===== src/hw/emo_pkg.sv =====
// Shared types and constants for the extended-operand execute datapath
package emo_pkg;

  // Datapath sizes
  localparam int unsigned EMO_DATA_W      = 8;       // Data memory byte width
  localparam int unsigned EMO_ADDR_W      = 16;      // Default flat data address width
  localparam int unsigned EMO_BIT_W       = 3;       // Bit selector width

  // APB register byte offsets
  localparam logic [7:0]  EMO_OFS_WREG    = 8'h00;   // Working register
  localparam logic [7:0]  EMO_OFS_FLAGS   = 8'h04;   // Arithmetic flags
  localparam logic [7:0]  EMO_OFS_STATUS  = 8'h08;   // Execute status, read only

  // Reset values
  localparam logic [7:0]  EMO_WREG_RST    = 8'h00;   // Working register after reset
  localparam logic [5:0]  EMO_FLAGS_RST   = 6'h00;   // All flags clear after reset

  // Flag field positions in the flags register
  localparam int unsigned EMO_FLG_BORROW  = 0;       // Borrow-out flag
  localparam int unsigned EMO_FLG_ZERO    = 1;       // Zero flag
  localparam int unsigned EMO_FLG_HALF    = 2;       // Half borrow flag
  localparam int unsigned EMO_FLG_WRAP    = 3;       // Signed wrap flag
  localparam int unsigned EMO_FLG_SIGN    = 4;       // Signed result flag
  localparam int unsigned EMO_FLG_MBNULL  = 5;       // Multi-byte null flag

  // Status field positions
  localparam int unsigned EMO_ST_BUSY     = 0;       // Execute in progress
  localparam int unsigned EMO_ST_SKIP     = 1;       // Last instruction took its skip

  // Operations carried out by this datapath
  typedef enum logic [4:0] {
    emo_rotl_mem, emo_rotl_copy_to_w, emo_rotl_thru_borrow, emo_rotl_thru_borrow_to_w,
    emo_rotr_mem, emo_rotr_copy_to_w, emo_rotr_thru_borrow, emo_rotr_thru_borrow_to_w,
    emo_sub_with_borrow, emo_sub_with_borrow_to_mem,
    emo_plain_subtract, emo_plain_subtract_to_mem,
    emo_dec_skip_zero, emo_dec_copy_skip_zero, emo_inc_skip_zero, emo_inc_copy_skip_zero,
    emo_set_byte, emo_set_bit, emo_skip_if_nonzero, emo_skip_if_nonzero_bit,
    emo_skip_if_null, emo_skip_if_null_bit, emo_copy_skip_if_null,
    emo_nibble_exchange, emo_nibble_exchange_to_w
  } emo_op_type;

  // Flags as one packed group, ordered to match the field positions
  typedef struct packed {
    logic mbnull;
    logic sign;
    logic wrap;
    logic half;
    logic zero;
    logic borrow;
  } emo_flags_type;

  // Outcome of one execute cycle
  typedef struct packed {
    logic [7:0]    value;    // Result byte
    logic          to_mem;   // Write result to memory
    logic          to_w;     // Write result to working register
    emo_flags_type flags;    // Flags after the instruction
    logic          skip;     // Next instruction is skipped
  } emo_res_type;

endpackage


===== src/hw/emo_exec.sv =====
// Execute datapath for the extended-operand rotate, subtract, set, swap and skip group
//
// What this block does
// - Rotate-left copy puts rotated byte in W
// - Rotate left through borrow, written to memory
// - Same rotate left, result into W instead
// - Rotate right memory byte, flags untouched
// - Rotate-right copy puts rotated byte in W
// - Rotate right through borrow, written to memory
// - Same rotate right, result into W instead
// - Subtract with borrow updates all six flags
// - Subtract with borrow, difference into memory
// - Decrement memory, skip when result zero
// - Decrement into W, skip when zero
// - Taken skip adds one dummy cycle
// - Byte set writes all ones to memory
// - Bit set forces only selected bit
// - Increment memory, skip when it wraps
// - Increment into W, skip when zero
// - Skip when selected bit is one
// - Rewrite byte, skip when nonzero
// - Plain subtract to W or memory
// - Swap nibbles to memory or W
// - Rewrite byte, skip when zero
// - Copy byte to W, skip when zero
// - Full flat address reaches every section
`timescale 1ns/1ps

module emo_exec
  #(
    parameter int unsigned ADDR_W = emo_pkg::EMO_ADDR_W  // Flat data memory address width
  )
  (
    // Clock, reset and freeze
    input  wire logic                   clk_sys_in,
    input  wire logic                   reset_in,
    input  wire logic                   clk_en_in,
    // Sequencer request
    input  wire logic                   req_valid_in,
    input  wire emo_pkg::emo_op_type    req_op_in,
    input  wire logic [2:0]             req_bit_in,
    input  wire logic [ADDR_W-1:0]      req_addr_in,
    output logic                        busy_out,
    output logic                        done_out,
    output logic                        skip_out,
    // Data memory port
    output logic [ADDR_W-1:0]           mem_addr_out,
    output logic                        mem_rd_out,
    input  wire logic [7:0]             mem_rdata_in,
    output logic                        mem_we_out,
    output logic [7:0]                  mem_wdata_out,
    // Core state seen by the rest of the core
    output logic [7:0]                  working_register_out,
    output emo_pkg::emo_flags_type      flags_out,
    // APB slave
    input  wire logic                   psel_in,
    input  wire logic                   penable_in,
    input  wire logic                   pwrite_in,
    input  wire logic [7:0]             paddr_in,
    input  wire logic [31:0]            pwdata_in,
    input  wire logic [3:0]             pstrb_in,
    output logic                        pready_out,
    output logic [31:0]                 prdata_out,
    output logic                        pslverr_out
  );

  import emo_pkg::*;

  // Refuse address widths that cannot hold a byte address
  if (ADDR_W < 8 || ADDR_W > 32)
  begin : g_bad_addr_w
    $error("emo_exec: ADDR_W must lie between 8 and 32");
  end

  // Execute sequence states
  typedef enum logic [1:0] {st_idle, st_read, st_dummy} emo_state_type;

  emo_state_type   state_q;         // Sequence state
  emo_op_type      op_q;            // Latched operation
  logic [2:0]      bit_q;           // Latched bit selector
  logic [ADDR_W-1:0] addr_q;        // Latched full operand address
  logic [7:0]      w_q;             // Working register
  emo_flags_type   flags_q;         // Arithmetic flags
  logic            mem_rd_q;        // Memory read strobe
  logic            busy_q;          // Sequence not idle, kept as a flop for the output
  logic            mem_we_q;        // Memory write strobe
  logic [7:0]      mem_wdata_q;     // Memory write data
  logic            done_q;          // Instruction finished pulse
  logic            skip_q;          // Skip taken pulse
  logic            last_skip_q;     // Sticky copy of the last skip decision
  logic            pready_q;        // APB ready
  logic [31:0]     prdata_q;        // APB read data
  logic            pslverr_q;       // APB error
  emo_res_type     res;             // Combinational execute outcome

  // Subtract core shared by both subtract families; nb is the borrow in, the inverted flag for subtract with borrow
  function automatic emo_res_type emo_sub(input logic [7:0] a, input logic [7:0] b,
                                          input logic nb, input emo_flags_type f,
                                          input logic chain);
    emo_res_type r;
    logic [8:0]  d;
    logic [4:0]  h;
    r = '0;
    d = {1'b0, a} - {1'b0, b} - {8'h00, nb};
    h = {1'b0, a[3:0]} - {1'b0, b[3:0]} - {4'h0, nb};
    r.value        = d[7:0];
    r.flags.borrow = ~d[8];                                   // Cleared on negative result
    r.flags.zero   = (d[7:0] == 8'h00);
    r.flags.half   = ~h[4];
    r.flags.wrap   = (a[7] != b[7]) && (d[7] != a[7]);
    r.flags.sign   = d[7] ^ r.flags.wrap;
    // Chained form keeps zero only if every earlier byte was zero too
    r.flags.mbnull = chain ? (r.flags.zero & f.mbnull) : r.flags.zero;
    return r;
  endfunction

  // Combinational outcome of the latched operation on the byte now read
  always_comb
  begin
    res       = '0;
    res.flags = flags_q;
    case (op_q)
      emo_rotl_mem:
      begin
        res.value  = {mem_rdata_in[6:0], mem_rdata_in[7]};
        res.to_mem = 1'b1;
      end
      emo_rotl_copy_to_w:
      begin
        res.value = {mem_rdata_in[6:0], mem_rdata_in[7]};
        res.to_w  = 1'b1;
      end
      emo_rotl_thru_borrow, emo_rotl_thru_borrow_to_w:
      begin
        res.value        = {mem_rdata_in[6:0], flags_q.borrow};
        res.flags.borrow = mem_rdata_in[7];
        res.to_mem       = (op_q == emo_rotl_thru_borrow);
        res.to_w         = (op_q == emo_rotl_thru_borrow_to_w);
      end
      emo_rotr_mem:
      begin
        res.value  = {mem_rdata_in[0], mem_rdata_in[7:1]};
        res.to_mem = 1'b1;
      end
      emo_rotr_copy_to_w:
      begin
        res.value = {mem_rdata_in[0], mem_rdata_in[7:1]};
        res.to_w  = 1'b1;
      end
      emo_rotr_thru_borrow, emo_rotr_thru_borrow_to_w:
      begin
        res.value        = {flags_q.borrow, mem_rdata_in[7:1]};
        res.flags.borrow = mem_rdata_in[0];
        res.to_mem       = (op_q == emo_rotr_thru_borrow);
        res.to_w         = (op_q == emo_rotr_thru_borrow_to_w);
      end
      emo_sub_with_borrow, emo_sub_with_borrow_to_mem:
      begin
        res        = emo_sub(w_q, mem_rdata_in, ~flags_q.borrow, flags_q, 1'b1);
        res.to_w   = (op_q == emo_sub_with_borrow);
        res.to_mem = (op_q == emo_sub_with_borrow_to_mem);
      end
      emo_plain_subtract, emo_plain_subtract_to_mem:
      begin
        res        = emo_sub(w_q, mem_rdata_in, 1'b0, flags_q, 1'b0);
        res.to_w   = (op_q == emo_plain_subtract);
        res.to_mem = (op_q == emo_plain_subtract_to_mem);
      end
      emo_dec_skip_zero, emo_dec_copy_skip_zero:
      begin
        res.value  = mem_rdata_in - 8'h01;
        res.skip   = (res.value == 8'h00);
        res.to_mem = (op_q == emo_dec_skip_zero);
        res.to_w   = (op_q == emo_dec_copy_skip_zero);
      end
      emo_inc_skip_zero, emo_inc_copy_skip_zero:
      begin
        res.value  = mem_rdata_in + 8'h01;
        res.skip   = (res.value == 8'h00);
        res.to_mem = (op_q == emo_inc_skip_zero);
        res.to_w   = (op_q == emo_inc_copy_skip_zero);
      end
      emo_set_byte:
      begin
        res.value  = 8'hff;
        res.to_mem = 1'b1;
      end
      emo_set_bit:
      begin
        res.value  = mem_rdata_in | (8'h01 << bit_q);
        res.to_mem = 1'b1;
      end
      emo_skip_if_nonzero:
      begin
        // The byte is rewritten unchanged, which matters for side-effect locations
        res.value  = mem_rdata_in;
        res.to_mem = 1'b1;
        res.skip   = (mem_rdata_in != 8'h00);
      end
      emo_skip_if_nonzero_bit:
      begin
        res.value = mem_rdata_in;
        res.skip  = mem_rdata_in[bit_q];
      end
      emo_skip_if_null:
      begin
        res.value  = mem_rdata_in;
        res.to_mem = 1'b1;
        res.skip   = (mem_rdata_in == 8'h00);
      end
      emo_skip_if_null_bit:
      begin
        res.value = mem_rdata_in;
        res.skip  = ~mem_rdata_in[bit_q];
      end
      emo_copy_skip_if_null:
      begin
        res.value = mem_rdata_in;
        res.to_w  = 1'b1;
        res.skip  = (mem_rdata_in == 8'h00);
      end
      emo_nibble_exchange, emo_nibble_exchange_to_w:
      begin
        res.value  = {mem_rdata_in[3:0], mem_rdata_in[7:4]};
        res.to_mem = (op_q == emo_nibble_exchange);
        res.to_w   = (op_q == emo_nibble_exchange_to_w);
      end
      default:
      begin
        res.value = mem_rdata_in;
      end
    endcase
  end

  // Sequence: take request, read operand and execute, then a dummy cycle on a skip
  always_ff @(posedge clk_sys_in or posedge reset_in)
  begin
    if (reset_in)
    begin
      state_q  <= st_idle;
      op_q     <= emo_rotl_mem;
      busy_q   <= 1'b0;
      bit_q    <= 3'h0;
      addr_q   <= '0;
      mem_rd_q <= 1'b0;
    end
    else if (clk_en_in)
    begin
      case (state_q)
        st_idle:
        begin
          if (req_valid_in)
          begin
            // Whole flat address is kept, so no bank limits the reach
            addr_q   <= req_addr_in;
            op_q     <= req_op_in;
            bit_q    <= req_bit_in;
            mem_rd_q <= 1'b1;
            busy_q   <= 1'b1;
            state_q  <= st_read;
          end
        end
        st_read:
        begin
          mem_rd_q <= 1'b0;
          // A taken skip costs one extra cycle while the next fetch is discarded
          state_q  <= res.skip ? st_dummy : st_idle;
          busy_q   <= res.skip;
        end
        st_dummy:
        begin
          state_q <= st_idle;
          busy_q  <= 1'b0;
        end
        default:
        begin
          state_q <= st_idle;
        end
      endcase
    end
  end

  // Commit of memory write, working register and flags on the same edge
  always_ff @(posedge clk_sys_in or posedge reset_in)
  begin
    if (reset_in)
    begin
      w_q         <= EMO_WREG_RST;
      flags_q     <= emo_flags_type'(EMO_FLAGS_RST);
      mem_we_q    <= 1'b0;
      mem_wdata_q <= 8'h00;
    end
    else if (clk_en_in)
    begin
      mem_we_q <= 1'b0;
      if (state_q == st_read)
      begin
        mem_we_q    <= res.to_mem;
        mem_wdata_q <= res.value;
        flags_q     <= res.flags;
        if (res.to_w)
          w_q <= res.value;
      end
      else if (apb_wr_take(psel_in, penable_in, pwrite_in, pready_q) && state_q == st_idle)
      begin
        // Software writes only land while no instruction is in flight
        if (paddr_in == EMO_OFS_WREG && pstrb_in[0])
          w_q <= pwdata_in[7:0];
        else if (paddr_in == EMO_OFS_FLAGS && pstrb_in[0])
          flags_q <= emo_flags_type'(pwdata_in[5:0]);
      end
    end
  end

  // Done and skip pulses to the sequencer
  always_ff @(posedge clk_sys_in or posedge reset_in)
  begin
    if (reset_in)
    begin
      done_q      <= 1'b0;
      skip_q      <= 1'b0;
      last_skip_q <= 1'b0;
    end
    else if (clk_en_in)
    begin
      done_q <= (state_q == st_read && !res.skip) || (state_q == st_dummy);
      skip_q <= (state_q == st_read) && res.skip;
      if (state_q == st_read)
        last_skip_q <= res.skip;
    end
  end

  // A write is taken at the ready edge of an access phase
  function automatic logic apb_wr_take(input logic s, input logic e, input logic w,
                                       input logic r);
    return s && e && w && r;
  endfunction

  // APB slave: one wait state, then ready for one cycle with data or error
  always_ff @(posedge clk_sys_in or posedge reset_in)
  begin
    if (reset_in)
    begin
      pready_q  <= 1'b0;
      prdata_q  <= 32'h0000_0000;
      pslverr_q <= 1'b0;
    end
    else if (clk_en_in)
    begin
      if (psel_in && penable_in && !pready_q)
      begin
        pready_q  <= 1'b1;
        prdata_q  <= 32'h0000_0000;
        pslverr_q <= 1'b0;
        if (paddr_in == EMO_OFS_WREG)
          prdata_q <= {24'h00_0000, w_q};
        else if (paddr_in == EMO_OFS_FLAGS)
          prdata_q <= {26'h0, flags_q};
        else if (paddr_in == EMO_OFS_STATUS)
        begin
          prdata_q[EMO_ST_BUSY] <= (state_q != st_idle);
          prdata_q[EMO_ST_SKIP] <= last_skip_q;
          pslverr_q             <= pwrite_in;                 // Status is read only
        end
        else
          pslverr_q <= 1'b1;                                  // Unmapped address
      end
      else
      begin
        pready_q  <= 1'b0;
        pslverr_q <= 1'b0;
      end
    end
  end

  // Outputs straight from flip-flops
  assign busy_out             = busy_q;
  assign done_out             = done_q;
  assign skip_out             = skip_q;
  assign mem_addr_out         = addr_q;
  assign mem_rd_out           = mem_rd_q;
  assign mem_we_out           = mem_we_q;
  assign mem_wdata_out        = mem_wdata_q;
  assign working_register_out = w_q;
  assign flags_out            = flags_q;
  assign pready_out           = pready_q;
  assign prdata_out           = prdata_q;
  assign pslverr_out          = pslverr_q;

endmodule


===== config.mk =====
export PLATFORM = sky130hd
export DESIGN_NAME = emo_exec
export DESIGN_NICKNAME = d
export VERILOG_FILES = /design/src/hw/emo_pkg.sv /design/src/hw/emo_exec.sv
export SDC_FILE = /design/constraint.sdc
export NUM_CORES = 1
export LEC_CHECK = 0
export ABC_AREA = 1
export ABC_CLOCK_PERIOD_IN_PS = 3300
export BUFFER_PORTS_ARGS = -buffer_cell sky130_fd_sc_hd__buf_2
export CAP_MARGIN = 10
export CORE_ASPECT_RATIO = 0.75
export CORE_MARGIN = 2
export CORE_UTILIZATION = 52
export CTS_CLUSTER_SIZE = 10
export DETAILED_ROUTE_END_ITERATION = 8
export GPL_ROUTABILITY_DRIVEN = 0
export GPL_TIMING_DRIVEN = 0
export PLACE_DENSITY = 0.81
export SETUP_SLACK_MARGIN = 0.2
export SYNTH_ARGS = -nofsm -noshare
export SYNTH_HDL_FRONTEND = slang
export SYNTH_SLANG_ARGS = --single-unit

===== constraint.sdc =====
create_clock -name clk_sys_in -period 3.3 [get_ports clk_sys_in]
set_input_delay 0 -clock clk_sys_in [delete_from_list [all_inputs] [get_ports clk_sys_in]]
set_output_delay 0 -clock clk_sys_in [all_outputs]
set_load 0.02 [all_outputs]

==> implementation parameters, run 1 <==
Parameter                              Value

Status
  Status    finished, final reports clean

Logic synthesis
  Biggest area contributors in the synthesized netlist    dfrtp_1 32%, nand2_1 13%, nor2_1 6.5%, nand3_1 6.4%, inv_1 5.3%
  Fraction of synthesis flops using an asynchronous set or reset pin    100.0%
  Mapped Cells    between 700 and 800
  Portion of netlist area occupied by mux cells    between 3 and 4%
  Total number of yosys warnings    0
  Simple logic cell fraction of the synthesized area    between 30% and 40%
  Synth Area in Adders    under 10%
  Post-synthesis cell type count    51
  Syn_area_per_cell    ~7 um2
  EDFF count, synth    0
  Xor and xnor fraction of the mapped netlist area    1.227%
  Area share of the largest cell type after synthesis    about a third
  Synth Area in Compound Gates    a little over an eighth
  Main combinational cell family by area after synthesis    simple AND/OR/NAND/NOR gates
  Library cell with the largest summed area after synthesis    dfrtp_1
  Most used flip-flop cell after synthesis    dfrtp_1
  Number of storage elements in the synthesis netlist    64
  Sequential-to-total area share from yosys stat    about 32%
  Post-synthesis cell area    approximately 5000 um2

Timing
  Actual slew at the worst max-slew pin    around 0.63 ns
  Final worst setup slack    0.3668 ns
  Hold Violations, Final    0
  Slew Limit Headroom    58.17%
  Final critical-path required period    approximately 2.9 ns
  Largest clock skew in the final design    between 0.01 and 0.015 ns
  Final total negative setup slack    0 ns
  Minimum hold slack    around 0.014 ns
  Count of endpoints failing setup in the final report    0
  F_max    0.3409 GHz
  Max Slew Vio Count    0
  Crit share post-route    between 80 and 90%
  Setup repair after global routing missed its margin    false

Clocking
  CTS tree    built
  CTS buffer count    9
  TritonCTS sink count    64
  Latest clock arrival within the worst-skew pair    between 0.3 and 0.4 ns
  Number of H-tree branching levels    3
  Buffers from clock root to sink, at most    2
  Worst-path clk slew    0.05 ns
  Clock root cell    clkbuf_16

Worst hold path
  Hold Crit Depth    3
  End point of the worst hold path    flags_out[2]
  Min-delay worst type    in -> reg
  Origin of the worst min-delay path    pwdata_in[2]

Detailed routing
  Total via count in the routed design    around 5800
  Average vias per placed instance    approximately 5.7
  First-pass iteration count of the detailed router    7
  DR iter-0 viols    789
  Number of nets with antenna violations after routing    0
  Per-cell routed wire length    roughly 16 um
  Final Routed Wirelength    around 17000 um
  Number of remaining DRC errors    0

Worst setup path
  Largest fanout of any net on the critical path    6
  WP buf/inv    2
  End of the worst register-to-register path    working_register_out[7]
  R2r setup slk    between 0.3 and 0.4 ns
  Number of cells on the worst reg-to-reg path    18
  Start point of the critical path    working_register_out[2]
  Endpoint kind of the worst setup timing path    flip-flop
  Delay of the slowest critical-path stage    around 0.50 ns
  Kind of cell adding the most delay to the critical path    simple AND/OR/NAND/NOR gates
  Worst Setup Start Kind    flip-flop
  Endpoint required time on the critical path    about 3.5 ns
  Critical-path top delay cell    fa_1
  Critical path class    reg -> reg
  Reg-to-reg critical path startpoint    working_register_out[2]
  Crit-path most repeated cell    nand2_1
  Critical Path AT    ~3.2 ns
  Cell chain of the critical path    ha_4 > inv_1 > nand2_2 > nand3_2 > nand2_2 > a21oi_1 > o21ai_1 > fa_1 > inv_2 > o211ai_1 > nor2_1 > nand3_1 > nor2_2 > nand2_1 > nand2_1 > nand2_1 > nand2_1 > nand2_1

Die
  Full die area    about 10000 um2
  Initial Util    a little over half
  Floorplan row count    30
  Horizontal die dimension    117.2 um
  Boundary pin count    160
  Die extent in y    88.90 um
  Placeable core area    9196 um2

Final layout
  Share of final-layout standard cells stronger than drive strength 1    between 20% and 30%
  ANT cells    0
  Number of nets in the final layout    around 990
  Finished layout cell area    approximately 6400 um2
  Util after Layout    approximately 70%
  Area delta synth->final    28.72%

Global routing
  Initial antenna violation count    0
  GRT Overall Usage    between 30% and 40%
  Total global routing overflow    0
  Via count of the first global-routing pass    5262
  Largest net degree at the start of global routing    39
  Global-route wire length before repair    approximately 26000 um

Pwr
  Combinational cell fraction of total power    roughly 60%
  Switching Share    between 50% and 60%
  Total power per unit cell area    about 900 nW/um2
  Part of the total power dissipated in the clock network    between 10% and 20%
  Part of the power in registers    roughly a quarter
  Peak supply drop    around 600 uV
  P_sw    between 0.002 and 0.003 W
  Leak Pwr    approximately 3.3 nW
  Design internal power    0.002882 W

Placed design
  Post-DP HPWL    ~12000 um
  Minimum setup slack after placement    0.09525 ns
  PortBufs    between 100 and 150
  DP Area    5794 um2

Job
  Reported max-cap violation count    0
[final cells by class]
type	count	area, um2
inverters	81	304.0
plain buffers	40	277.8
repair buffers	138	850.8
clock buffers	12	246.5
multi-input cells	553	2945
clock inverters	3	42.54
flip-flops and latches	64	1605
fillers	738	2764
well taps	128	160.2
[cell usage after synthesis, types with 5 or more instances]
cell type,count
nand2_1,169
nor2_1,87
inv_1,70
dfrtp_1,64
nand3_1,64
a21oi_1,45
buf_4,28
o21ai_0,24
nand4_1,16
ha_1,14
nor3_1,12
o21ai_1,12
mux2_2,11
o22ai_1,9
a221oi_1,7
inv_2,7
buf_2,6
nor2_2,6
mux2_1,5
nand2_2,5
xor2_1,5
[registers in the layout, indices dropped and copies added (netlist names)]
name / count
state_q: 2
pslverr_out: 1
bit_q: 3
last_skip_q: 1
mem_addr_out: 16
pready_out: 1
working_register_out: 8
op_q: 5
done_out: 1
mem_we_out: 1
mem_rd_out: 1
skip_out: 1
flags_out: 6
prdata_out: 8
mem_wdata_out: 8
busy_out: 1
[worst reg2reg max path, stage by stage (launching register included)]
cell      delay [ns]
dfrtp_2         0.45
ha_4            0.32
inv_1           0.06
nand2_2         0.08
nand3_2         0.12
nand2_2         0.10
a21oi_1         0.07
o21ai_1         0.18
fa_1            0.50
inv_2           0.13
o211ai_1        0.10
nor2_1          0.10
nand3_1         0.09
nor2_2          0.13
nand2_1         0.07
nand2_1         0.10
nand2_1         0.06
nand2_1         0.09
nand2_1         0.06
[power groups by stage]
| stage | Clock, W | Sequential (W) | Combinational [W] |
|---|---|---|---|
| after global routing | 0.000984 | 0.00144 | 0.00375 |
| final | 0.000937 | 0.00140 | 0.00347 |
| after floorplan | 0 | 0.00166 | 0.00198 |
| after global placement | 0 | 0.00137 | 0.00311 |
| after detailed placement | 0 | 0.00138 | 0.00320 |
| after CTS | 0.000926 | 0.00138 | 0.00326 |
[cells in the final DEF (no fill, tap or decap), drive strengths merged, types with 16 or more instances in the layout]
cell type / instances
dlygate4sd3: 27
conb: 24
mux2: 16
a21oi: 47
clkbuf: 16
o21ai: 36
dfrtp: 64
nor2: 95
buf: 147
inv: 77
nand4: 16
nand3: 68
nand2: 175
[through the flow]
step | power (W) | instances
4_1_cts | 0.005564 | 1015
6_report | 0.005808 | 1019
3_3_place_gp | 0.004480 | 972
5_1_grt | 0.006164 | 1019
2_1_floorplan | 0.003649 | 738
3_5_place_dp | 0.004582 | 973
[worst max path at each step]
stage	to	slack [ns]	depth (start not counted)
2_1_floorplan	working_register_out[7]	0.64	18
5_1_grt	working_register_out[7]	0.22	18
6_report	working_register_out[7]	0.37	18
3_5_place_dp	working_register_out[7]	0.1	20
4_1_cts	working_register_out[7]	0.24	18
3_3_place_gp	working_register_out[7]	0.12	20
[what timing repair did]
action | 4_1_cts | 5_1_grt
gates resized for setup | 1 | 12
endpoints found under the setup margin | 1 | 5
pin swaps | 0 | 2
hold buffers | 27 | 0
hold endpoints to repair | 54 | 0
setup buffers | 0 | 4
[per-layer routing]
layer	track usage (%)	up-vias	share of wire, %
met3	9.085	75	12
met1	42.32	2640	39
met5	0	-	0
met2	50.94	424	45
met4	12.30	0	4.0
li1	-	2680	-
[logic make-up after synthesis]
| group | Yosys count |
|---|---|
| AOI/OAI and AO/OA | 114 |
| xor gates and xnor gates | 7 |
| adders and majority gates | 16 |
| buffers and inverters | 121 |
| DFF | 64 |
| muxes | 16 |
| other | 1 |
| and+or+nand+nor | 376 |
(Power assumes the default switching activity.)
==> inputs of run 2 (changes only) <==
- CAP_MARGIN: 10 -> not set
- RECOVER_POWER: not set -> 100
==> run 2 against run 1 <==
Compared with the run above:
- count of clock-buffer cells in the layout did not move
- combinational power fell by 5%
- first-iteration DRC count rose by 17%
- critical path type unchanged
- highest routed layer unchanged
==> implementation parameters, run 2 (synthesis gave the netlist of run 1 again) <==
Parameter                              Value

Timing
  Slew Limit Headroom    23.75% (-34 points)
  Final worst setup slack    0.2737 ns (-0.09304 ns)
  Actual slew at the worst max-slew pin    1.143 ns (+0.5159 ns)
  Largest clock skew in the final design    0.01035 ns (-0.0001646 ns)
  Crit share post-route    91.71% (+2.8 points)
  Hold Violations, Final    0 (unchanged)
  Max Slew Vio Count    0 (unchanged)
  Count of endpoints failing setup in the final report    0 (unchanged)
  Final critical-path required period    3.026 ns (+0.09304 ns)
  Setup repair after global routing missed its margin    false
  F_max    0.3304 GHz (-3.1%)
  Final total negative setup slack    0 ns (unchanged)

Final layout
  Share of final-layout standard cells stronger than drive strength 1    15.94% (-8.2 points)
  ANT cells    0 (unchanged)
  Commonest non-fill, non-tap cell in the layout    nand2_1
  Area delta synth->final    26.01%
  Most used cells in the layout excluding fill and tap cells    168 x nand2_1, 87 x nor2_1, 72 x inv_1, 66 x nand3_1, 64 x clkbuf_1
  Flip-flop count of the largest register after layout    16 (unchanged)
  Number of nets in the final layout    986 (unchanged)
  Util after Layout    68.48% (-1.5 points)

Worst setup path
  Largest fanout of any net on the critical path    3 (-3)
  Critical path class    reg -> reg
  Start point of the critical path    working_register_out[0]
  Endpoint required time on the critical path    3.52 ns (about the same)
  Critical Path AT    3.24 ns (+0.09 ns)
  Reg-to-reg critical path startpoint    working_register_out[0]
  Cell chain of the critical path    inv_1 > ha_1 > inv_1 > nand2_1 > nand2_1 > nand3_2 > nand2_2 > a21oi_1 > o21ai_1 > fa_1 > inv_1 > o211ai_1 > nor2_1 > nand3_1 > nor2_2 > nand2_1 > nand2_1 > nand2_1 > nand2_1 > nand2_1
  Crit-path most repeated cell    nand2_1
  Worst Setup Start Kind    flip-flop
  Endpoint kind of the worst setup timing path    flip-flop
  Critical-path top delay cell    fa_1
  Delay of the slowest critical-path stage    0.52 ns (+0.02 ns)

Global routing
  Initial antenna violation count    0 (unchanged)
  Total global routing overflow    0 (unchanged)
  Largest net degree at the start of global routing    39 (unchanged)
  GRT Overall Usage    32.20% (unchanged)
  Via count of the first global-routing pass    5262 (unchanged)
  Global-route wire length before repair    25760 um (unchanged)

Clocking
  Clock root cell    clkbuf_16
  CTS tree    built
  Buffers from clock root to sink, at most    2 (unchanged)
  Latest clock arrival within the worst-skew pair    0.34 ns (about the same)
  TritonCTS sink count    64 (unchanged)
  Number of H-tree branching levels    3 (unchanged)
  Worst-path clk slew    0.05 ns (about the same)
  CTS buffer count    9 (unchanged)

Worst hold path
  Origin of the worst min-delay path    pwdata_in[2]
  Min-delay worst type    in -> reg

Die
  Full die area    10420 um2 (unchanged)
  Horizontal die dimension    117.2 um (unchanged)
  Die extent in y    88.90 um (unchanged)
  Placeable core area    9196 um2 (unchanged)
  Floorplan row count    30 (unchanged)
  Initial Util    54.34% (unchanged)
  Boundary pin count    160 (unchanged)

Pwr
  Switching Share    51.16% (+0.78 points)
  Part of the power in registers    25.0% (+0.8 points)
  Design internal power    0.002760 W (-4.2%)
  Total power per unit cell area    897.4 nW/um2 (-0.61%)
  Post-layout total power    0.005651 W (-2.7%)
  P_sw    0.002891 W (-1.2%)
  Combinational cell fraction of total power    58.5% (-1.2 points)
  Peak supply drop    580.7 uV (-2.5%)
  Part of the total power dissipated in the clock network    16.6% (+0.5 points)
  Leak Pwr    3.176 nW (-5.2%)

Detailed routing
  DR iter-0 viols    921 (+17%)
  First-pass iteration count of the detailed router    8 (+1)
  Per-cell routed wire length    16.47 um (+0.21%)
  Average vias per placed instance    5.766 (+0.98%)
  Number of remaining DRC errors    0 (unchanged)
  Number of nets with antenna violations after routing    0 (unchanged)
  Final Routed Wirelength    16790 um (+0.21%)
  Total via count in the routed design    5876 (+0.98%)

Placed design
  Post-DP HPWL    12050 um (unchanged)
  Minimum setup slack after placement    0.09525 ns (unchanged)
  PortBufs    106 (unchanged)

Status
  Status    finished, final reports clean

Job
  Reported max-cap violation count    0 (unchanged)
==> run 2: cell count changes in the layout (fill, tap and decap cells not counted), sizes merged <==
cell    previous run  this run
buf              147        89
clkbuf            16        74
==> run 2: final timing paths <==
kind	end	cells after the start	slack [ns]
setup / recovery	working_register_out[7]	20	0.27
hold / removal	flags_out[2]	3	0.01
setup reg to reg	working_register_out[7]	20	0.27
hold reg to reg	prdata_out[6]	2	0.49
max in group asynchronous	working_register_out[1]	4	2.00
min in group asynchronous	mem_addr_out[0]	3	0.52
==> run 2: power by group through the flow <==
| stage | Sequential (W) | Combinational (W) | Clock (W) |
|---|---|---|---|
| floorplan | 0.00166 | 0.00198 | 0 |
| global placement | 0.00137 | 0.00311 | 0 |
| detailed placement | 0.00138 | 0.00320 | 0 |
| CTS | 0.00138 | 0.00326 | 0.000926 |
| global route | 0.00144 | 0.00359 | 0.000984 |
| finish | 0.00141 | 0.00331 | 0.000935 |
==> run 2: metal layers <==
| metal | track usage [%] | part of all wire, % |
|---|---|---|
| met5 | 0 | 0 |
| met4 | 12.30 | 4.2 |
| met1 | 42.32 | 38 |
| met3 | 9.085 | 12 |
| met2 | 50.94 | 46 |
==> run 2: cell type report <==
cell class,count,area (um2)
inverters,81,304.0
clock buffers,12,246.5
clock inverters,3,42.54
plain buffers,40,256.5
well taps,128,160.2
flip-flops and latches,64,1603
multi-input cells,553,2899
fillers,789,2899
repair buffers,138,785.8
==> run 2: repair_timing <==
action	4_1_cts	5_1_grt
cloned	0	0
endpoints found under the hold margin	54	0
hold buffers	27	0
pin swaps	0	2
endpoints found under the setup margin	1	5
resized for setup	1	12
buffers inserted	0	4
==> run 2: per-stage QoR <==
step,std cells,hold WS (ns),area (um2)
6_report,1019,0.01200,6297
3_3_place_gp,972,0.2105,5774
5_1_grt,1019,0.03608,6297
3_5_place_dp,973,0.08997,5794
2_1_floorplan,738,0.1078,5084
4_1_cts,1015,0.004584,6366
==> run 2: critical path: cells and delay by family, from the launching register on <==
kind / cells / cell delay (ns)
adder cells (fa/ha/maj): 2 / 0.72
AND/OR/NAND/NOR: 12 / 1.03
flip-flops: 1 / 0.39
buffers and inverters: 3 / 0.36
AO/OA/AOI/OAI: 3 / 0.39
==> inputs of run 3 (changes only) <==
- CTS_BUF_LIST: not set -> sky130_fd_sc_hd__clkbuf_4 sky130_fd_sc_hd__clkbuf_8 sky130_fd_sc_hd__clkbuf_16
==> run 3 against run 2 <==
Compared with the run above:
- utilization rose by 0.082 points
- largest power group unchanged
- largest cell class unchanged
- wire length rose by 0.31%
- clock skew barely moved
- die area did not move
- critical path type unchanged
- non-clock buffer count did not move
==> implementation parameters, run 3 (synthesis gave the netlist of run 1 again) <==
Parameter                              Value

Detailed routing
  Number of remaining DRC errors    0 (unchanged)
  Per-cell routed wire length    16.52 um (+0.31%)
  Average vias per placed instance    5.768 (about the same)
  Total via count in the routed design    5878 (+0.034%)
  Final Routed Wirelength    16840 um (+0.31%)
  Number of nets with antenna violations after routing    0 (unchanged)
  First-pass iteration count of the detailed router    6 (-2)
  DR iter-0 viols    763 (-17%)

Worst setup path
  Worst Setup Start Kind    flip-flop
  Start point of the critical path    working_register_out[0]
  Largest fanout of any net on the critical path    3 (unchanged)
  Reg-to-reg critical path startpoint    working_register_out[0]
  Critical Path AT    3.22 ns (-0.02 ns)
  Endpoint required time on the critical path    3.52 ns (about the same)
  Number of cells on the worst reg-to-reg path    20 (unchanged)
  Endpoint kind of the worst setup timing path    flip-flop
  End of the worst register-to-register path    working_register_out[7]
  R2r setup slk    0.30 ns (+0.02 ns)
  Critical path capture point    working_register_out[7]
  Critical path class    reg -> reg

Final layout
  Number of filler cells placed in the layout    786 (-0.38%)
  ANT cells    0 (unchanged)
  Share of final-layout standard cells stronger than drive strength 1    16.16% (+0.22 points)
  Area delta synth->final    26.16%
  Finished layout cell area    6305 um2 (+0.12%)
  Count of placed standard cells in the final layout, fillers left out    1019 (unchanged)
  Flip-flop count of the largest register after layout    16 (unchanged)
  Number of nets in the final layout    986 (unchanged)
  Most used cells in the layout excluding fill and tap cells    168 x nand2_1, 87 x nor2_1, 72 x inv_1, 66 x nand3_1, 63 x dfrtp_1
  Commonest non-fill, non-tap cell in the layout    nand2_1

Placed design
  Instance count after placement with tap cells included    973 (unchanged)
  PortBufs    106 (unchanged)
  Post-DP HPWL    12050 um (unchanged)
  DP Area    5794 um2 (unchanged)

Timing
  Slew Limit Headroom    24.65% (+0.90 points)
  Max Slew Vio Count    0 (unchanged)
  Final total negative setup slack    0 ns (unchanged)
  Final critical-path required period    3.003 ns (-0.02290 ns)
  Crit share post-route    91.01% (-0.69 points)
  Largest clock skew in the final design    0.01027 ns (-0.00007810 ns)
  Actual slew at the worst max-slew pin    1.129 ns (-0.01350 ns)
  F_max    0.3330 GHz (+0.76%)
  Setup repair after global routing missed its margin    false
  Hold Violations, Final    0 (unchanged)
  Count of endpoints failing setup in the final report    0 (unchanged)

Die
  Die extent in y    88.90 um (unchanged)
  Horizontal die dimension    117.2 um (unchanged)
  Initial Util    54.34% (unchanged)
  Floorplan row count    30 (unchanged)
  Full die area    10420 um2 (unchanged)
  Placeable core area    9196 um2 (unchanged)
  Boundary pin count    160 (unchanged)

Pwr
  Combinational cell fraction of total power    58.4% (about the same)
  Total power per unit cell area    900.0 nW/um2 (+0.29%)
  Part of the power in registers    24.8% (-0.2 points)
  Leak Pwr    3.183 nW (+0.22%)
  Part of the total power dissipated in the clock network    16.8% (+0.2 points)
  P_sw    0.002898 W (+0.24%)
  Switching Share    51.07% (-0.084 points)
  Peak supply drop    579.2 uV (-0.26%)
  Design internal power    0.002776 W (+0.58%)

Clocking
  TritonCTS sink count    64 (unchanged)
  Number of H-tree branching levels    3 (unchanged)
  Latest clock arrival within the worst-skew pair    0.34 ns (about the same)
  Buffers from clock root to sink, at most    2 (unchanged)
  Clock root cell    clkbuf_16
  CTS tree    built
  CTS buffer count    9 (unchanged)
  Worst-path clk slew    0.05 ns (about the same)

Job
  Reported max-cap violation count    0 (unchanged)

Global routing
  Global-route wire length before repair    25790 um (+0.11%)
  Via count of the first global-routing pass    5274 (+0.23%)
  GRT Overall Usage    32.21% (about the same)
  Total global routing overflow    0 (unchanged)
  Initial antenna violation count    0 (unchanged)
  Largest net degree at the start of global routing    39 (unchanged)

Status
  Status    finished, final reports clean

Worst hold path
  Min-delay worst type    in -> reg
[run 3: cell count changes in the layout (fill, tap and decap cells not counted)]
| cell | delta |
|---|---|
| clkbuf_1 | -2 |
| clkbuf_4 | +2 |
[run 3: power groups by stage]
stage                     logic (W)  clock network [W]  registers [W]
after CTS                   0.00326           0.000943        0.00138
after global placement      0.00311                  0        0.00137
final                       0.00331           0.000953        0.00141
after detailed placement    0.00320                  0        0.00138
after floorplan             0.00198                  0        0.00166
after global routing        0.00359            0.00100        0.00144
[run 3: per-stage QoR]
stage / utilization, % / worst slack [ns] / hold slack, ns / power [W]
floorplan: - / 0.6434 / 0.1078 / 0.003649
global placement: 62.79 / 0.1241 / 0.2105 / 0.004480
detailed placement: 63.01 / 0.09525 / 0.08997 / 0.004582
CTS: 69.31 / 0.2404 / 0.004584 / 0.005580
global route: 68.56 / 0.1265 / 0.03608 / 0.006026
finish: 68.56 / 0.2966 / 0.009268 / 0.005675
[run 3: worst min-delay path by stage]
| stage | cells past startpoint | from | slack, ns | to |
|---|---|---|---|---|
| 2_1_floorplan | 1 | clk_en_in | 0.11 | pready_out |
| 3_3_place_gp | 2 | req_addr_in[15] | 0.21 | mem_addr_out[15] |
| 3_5_place_dp | 2 | reset_in | 0.09 | mem_addr_out[12] |
| 4_1_cts | 3 | pwdata_in[2] | 0.005 | working_register_out[2] |
| 5_1_grt | 3 | pwdata_in[2] | 0.04 | working_register_out[2] |
| 6_report | 3 | pwdata_in[2] | 0.009 | flags_out[2] |
[run 3: final cells by class]
class | count | area, um2 | area share, %
multi-input cells | 553 | 2899 | 45.98
inverters | 81 | 304.0 | 4.822
plain buffers | 40 | 256.5 | 4.068
clock buffers | 12 | 254.0 | 4.029
clock inverters | 3 | 42.54 | 0.6747
repair buffers | 138 | 785.8 | 12.46
flip-flops and latches | 64 | 1603 | 25.42
well taps | 128 | 160.2 | 2.540
[run 3: what timing repair did]
action | CTS | global route
pin swaps | 0 | 2
setup buffers | 0 | 4
gates cloned | 0 | 0
resized for setup | 1 | 12
hold endpoints to repair | 54 | 0
setup endpoints to repair | 1 | 5
hold buffers | 27 | 0
[run 3: worst max-delay path, stage by stage, from the launching register on]
cell	delay [ns]
dfrtp_1	0.39
inv_1	0.11
ha_1	0.20
inv_1	0.07
nand2_1	0.06
nand2_1	0.09
nand3_2	0.11
nand2_2	0.07
a21oi_1	0.17
o21ai_1	0.11
fa_1	0.52
inv_1	0.16
o211ai_1	0.11
nor2_1	0.10
nand3_1	0.09
nor2_2	0.13
nand2_1	0.06
nand2_1	0.10
nand2_1	0.07
nand2_1	0.09
nand2_1	0.06
[run 3: per-layer routing]
| metal | track usage, % | up-vias | share of wire, % |
|---|---|---|---|
| met3 | 9.017 | 75 | 12 |
| li1 | - | 2681 | - |
| met1 | 42.36 | 2719 | 38 |
| met5 | 0 | - | 0 |
| met2 | 50.99 | 403 | 46 |
| met4 | 12.30 | 0 | 4.2 |
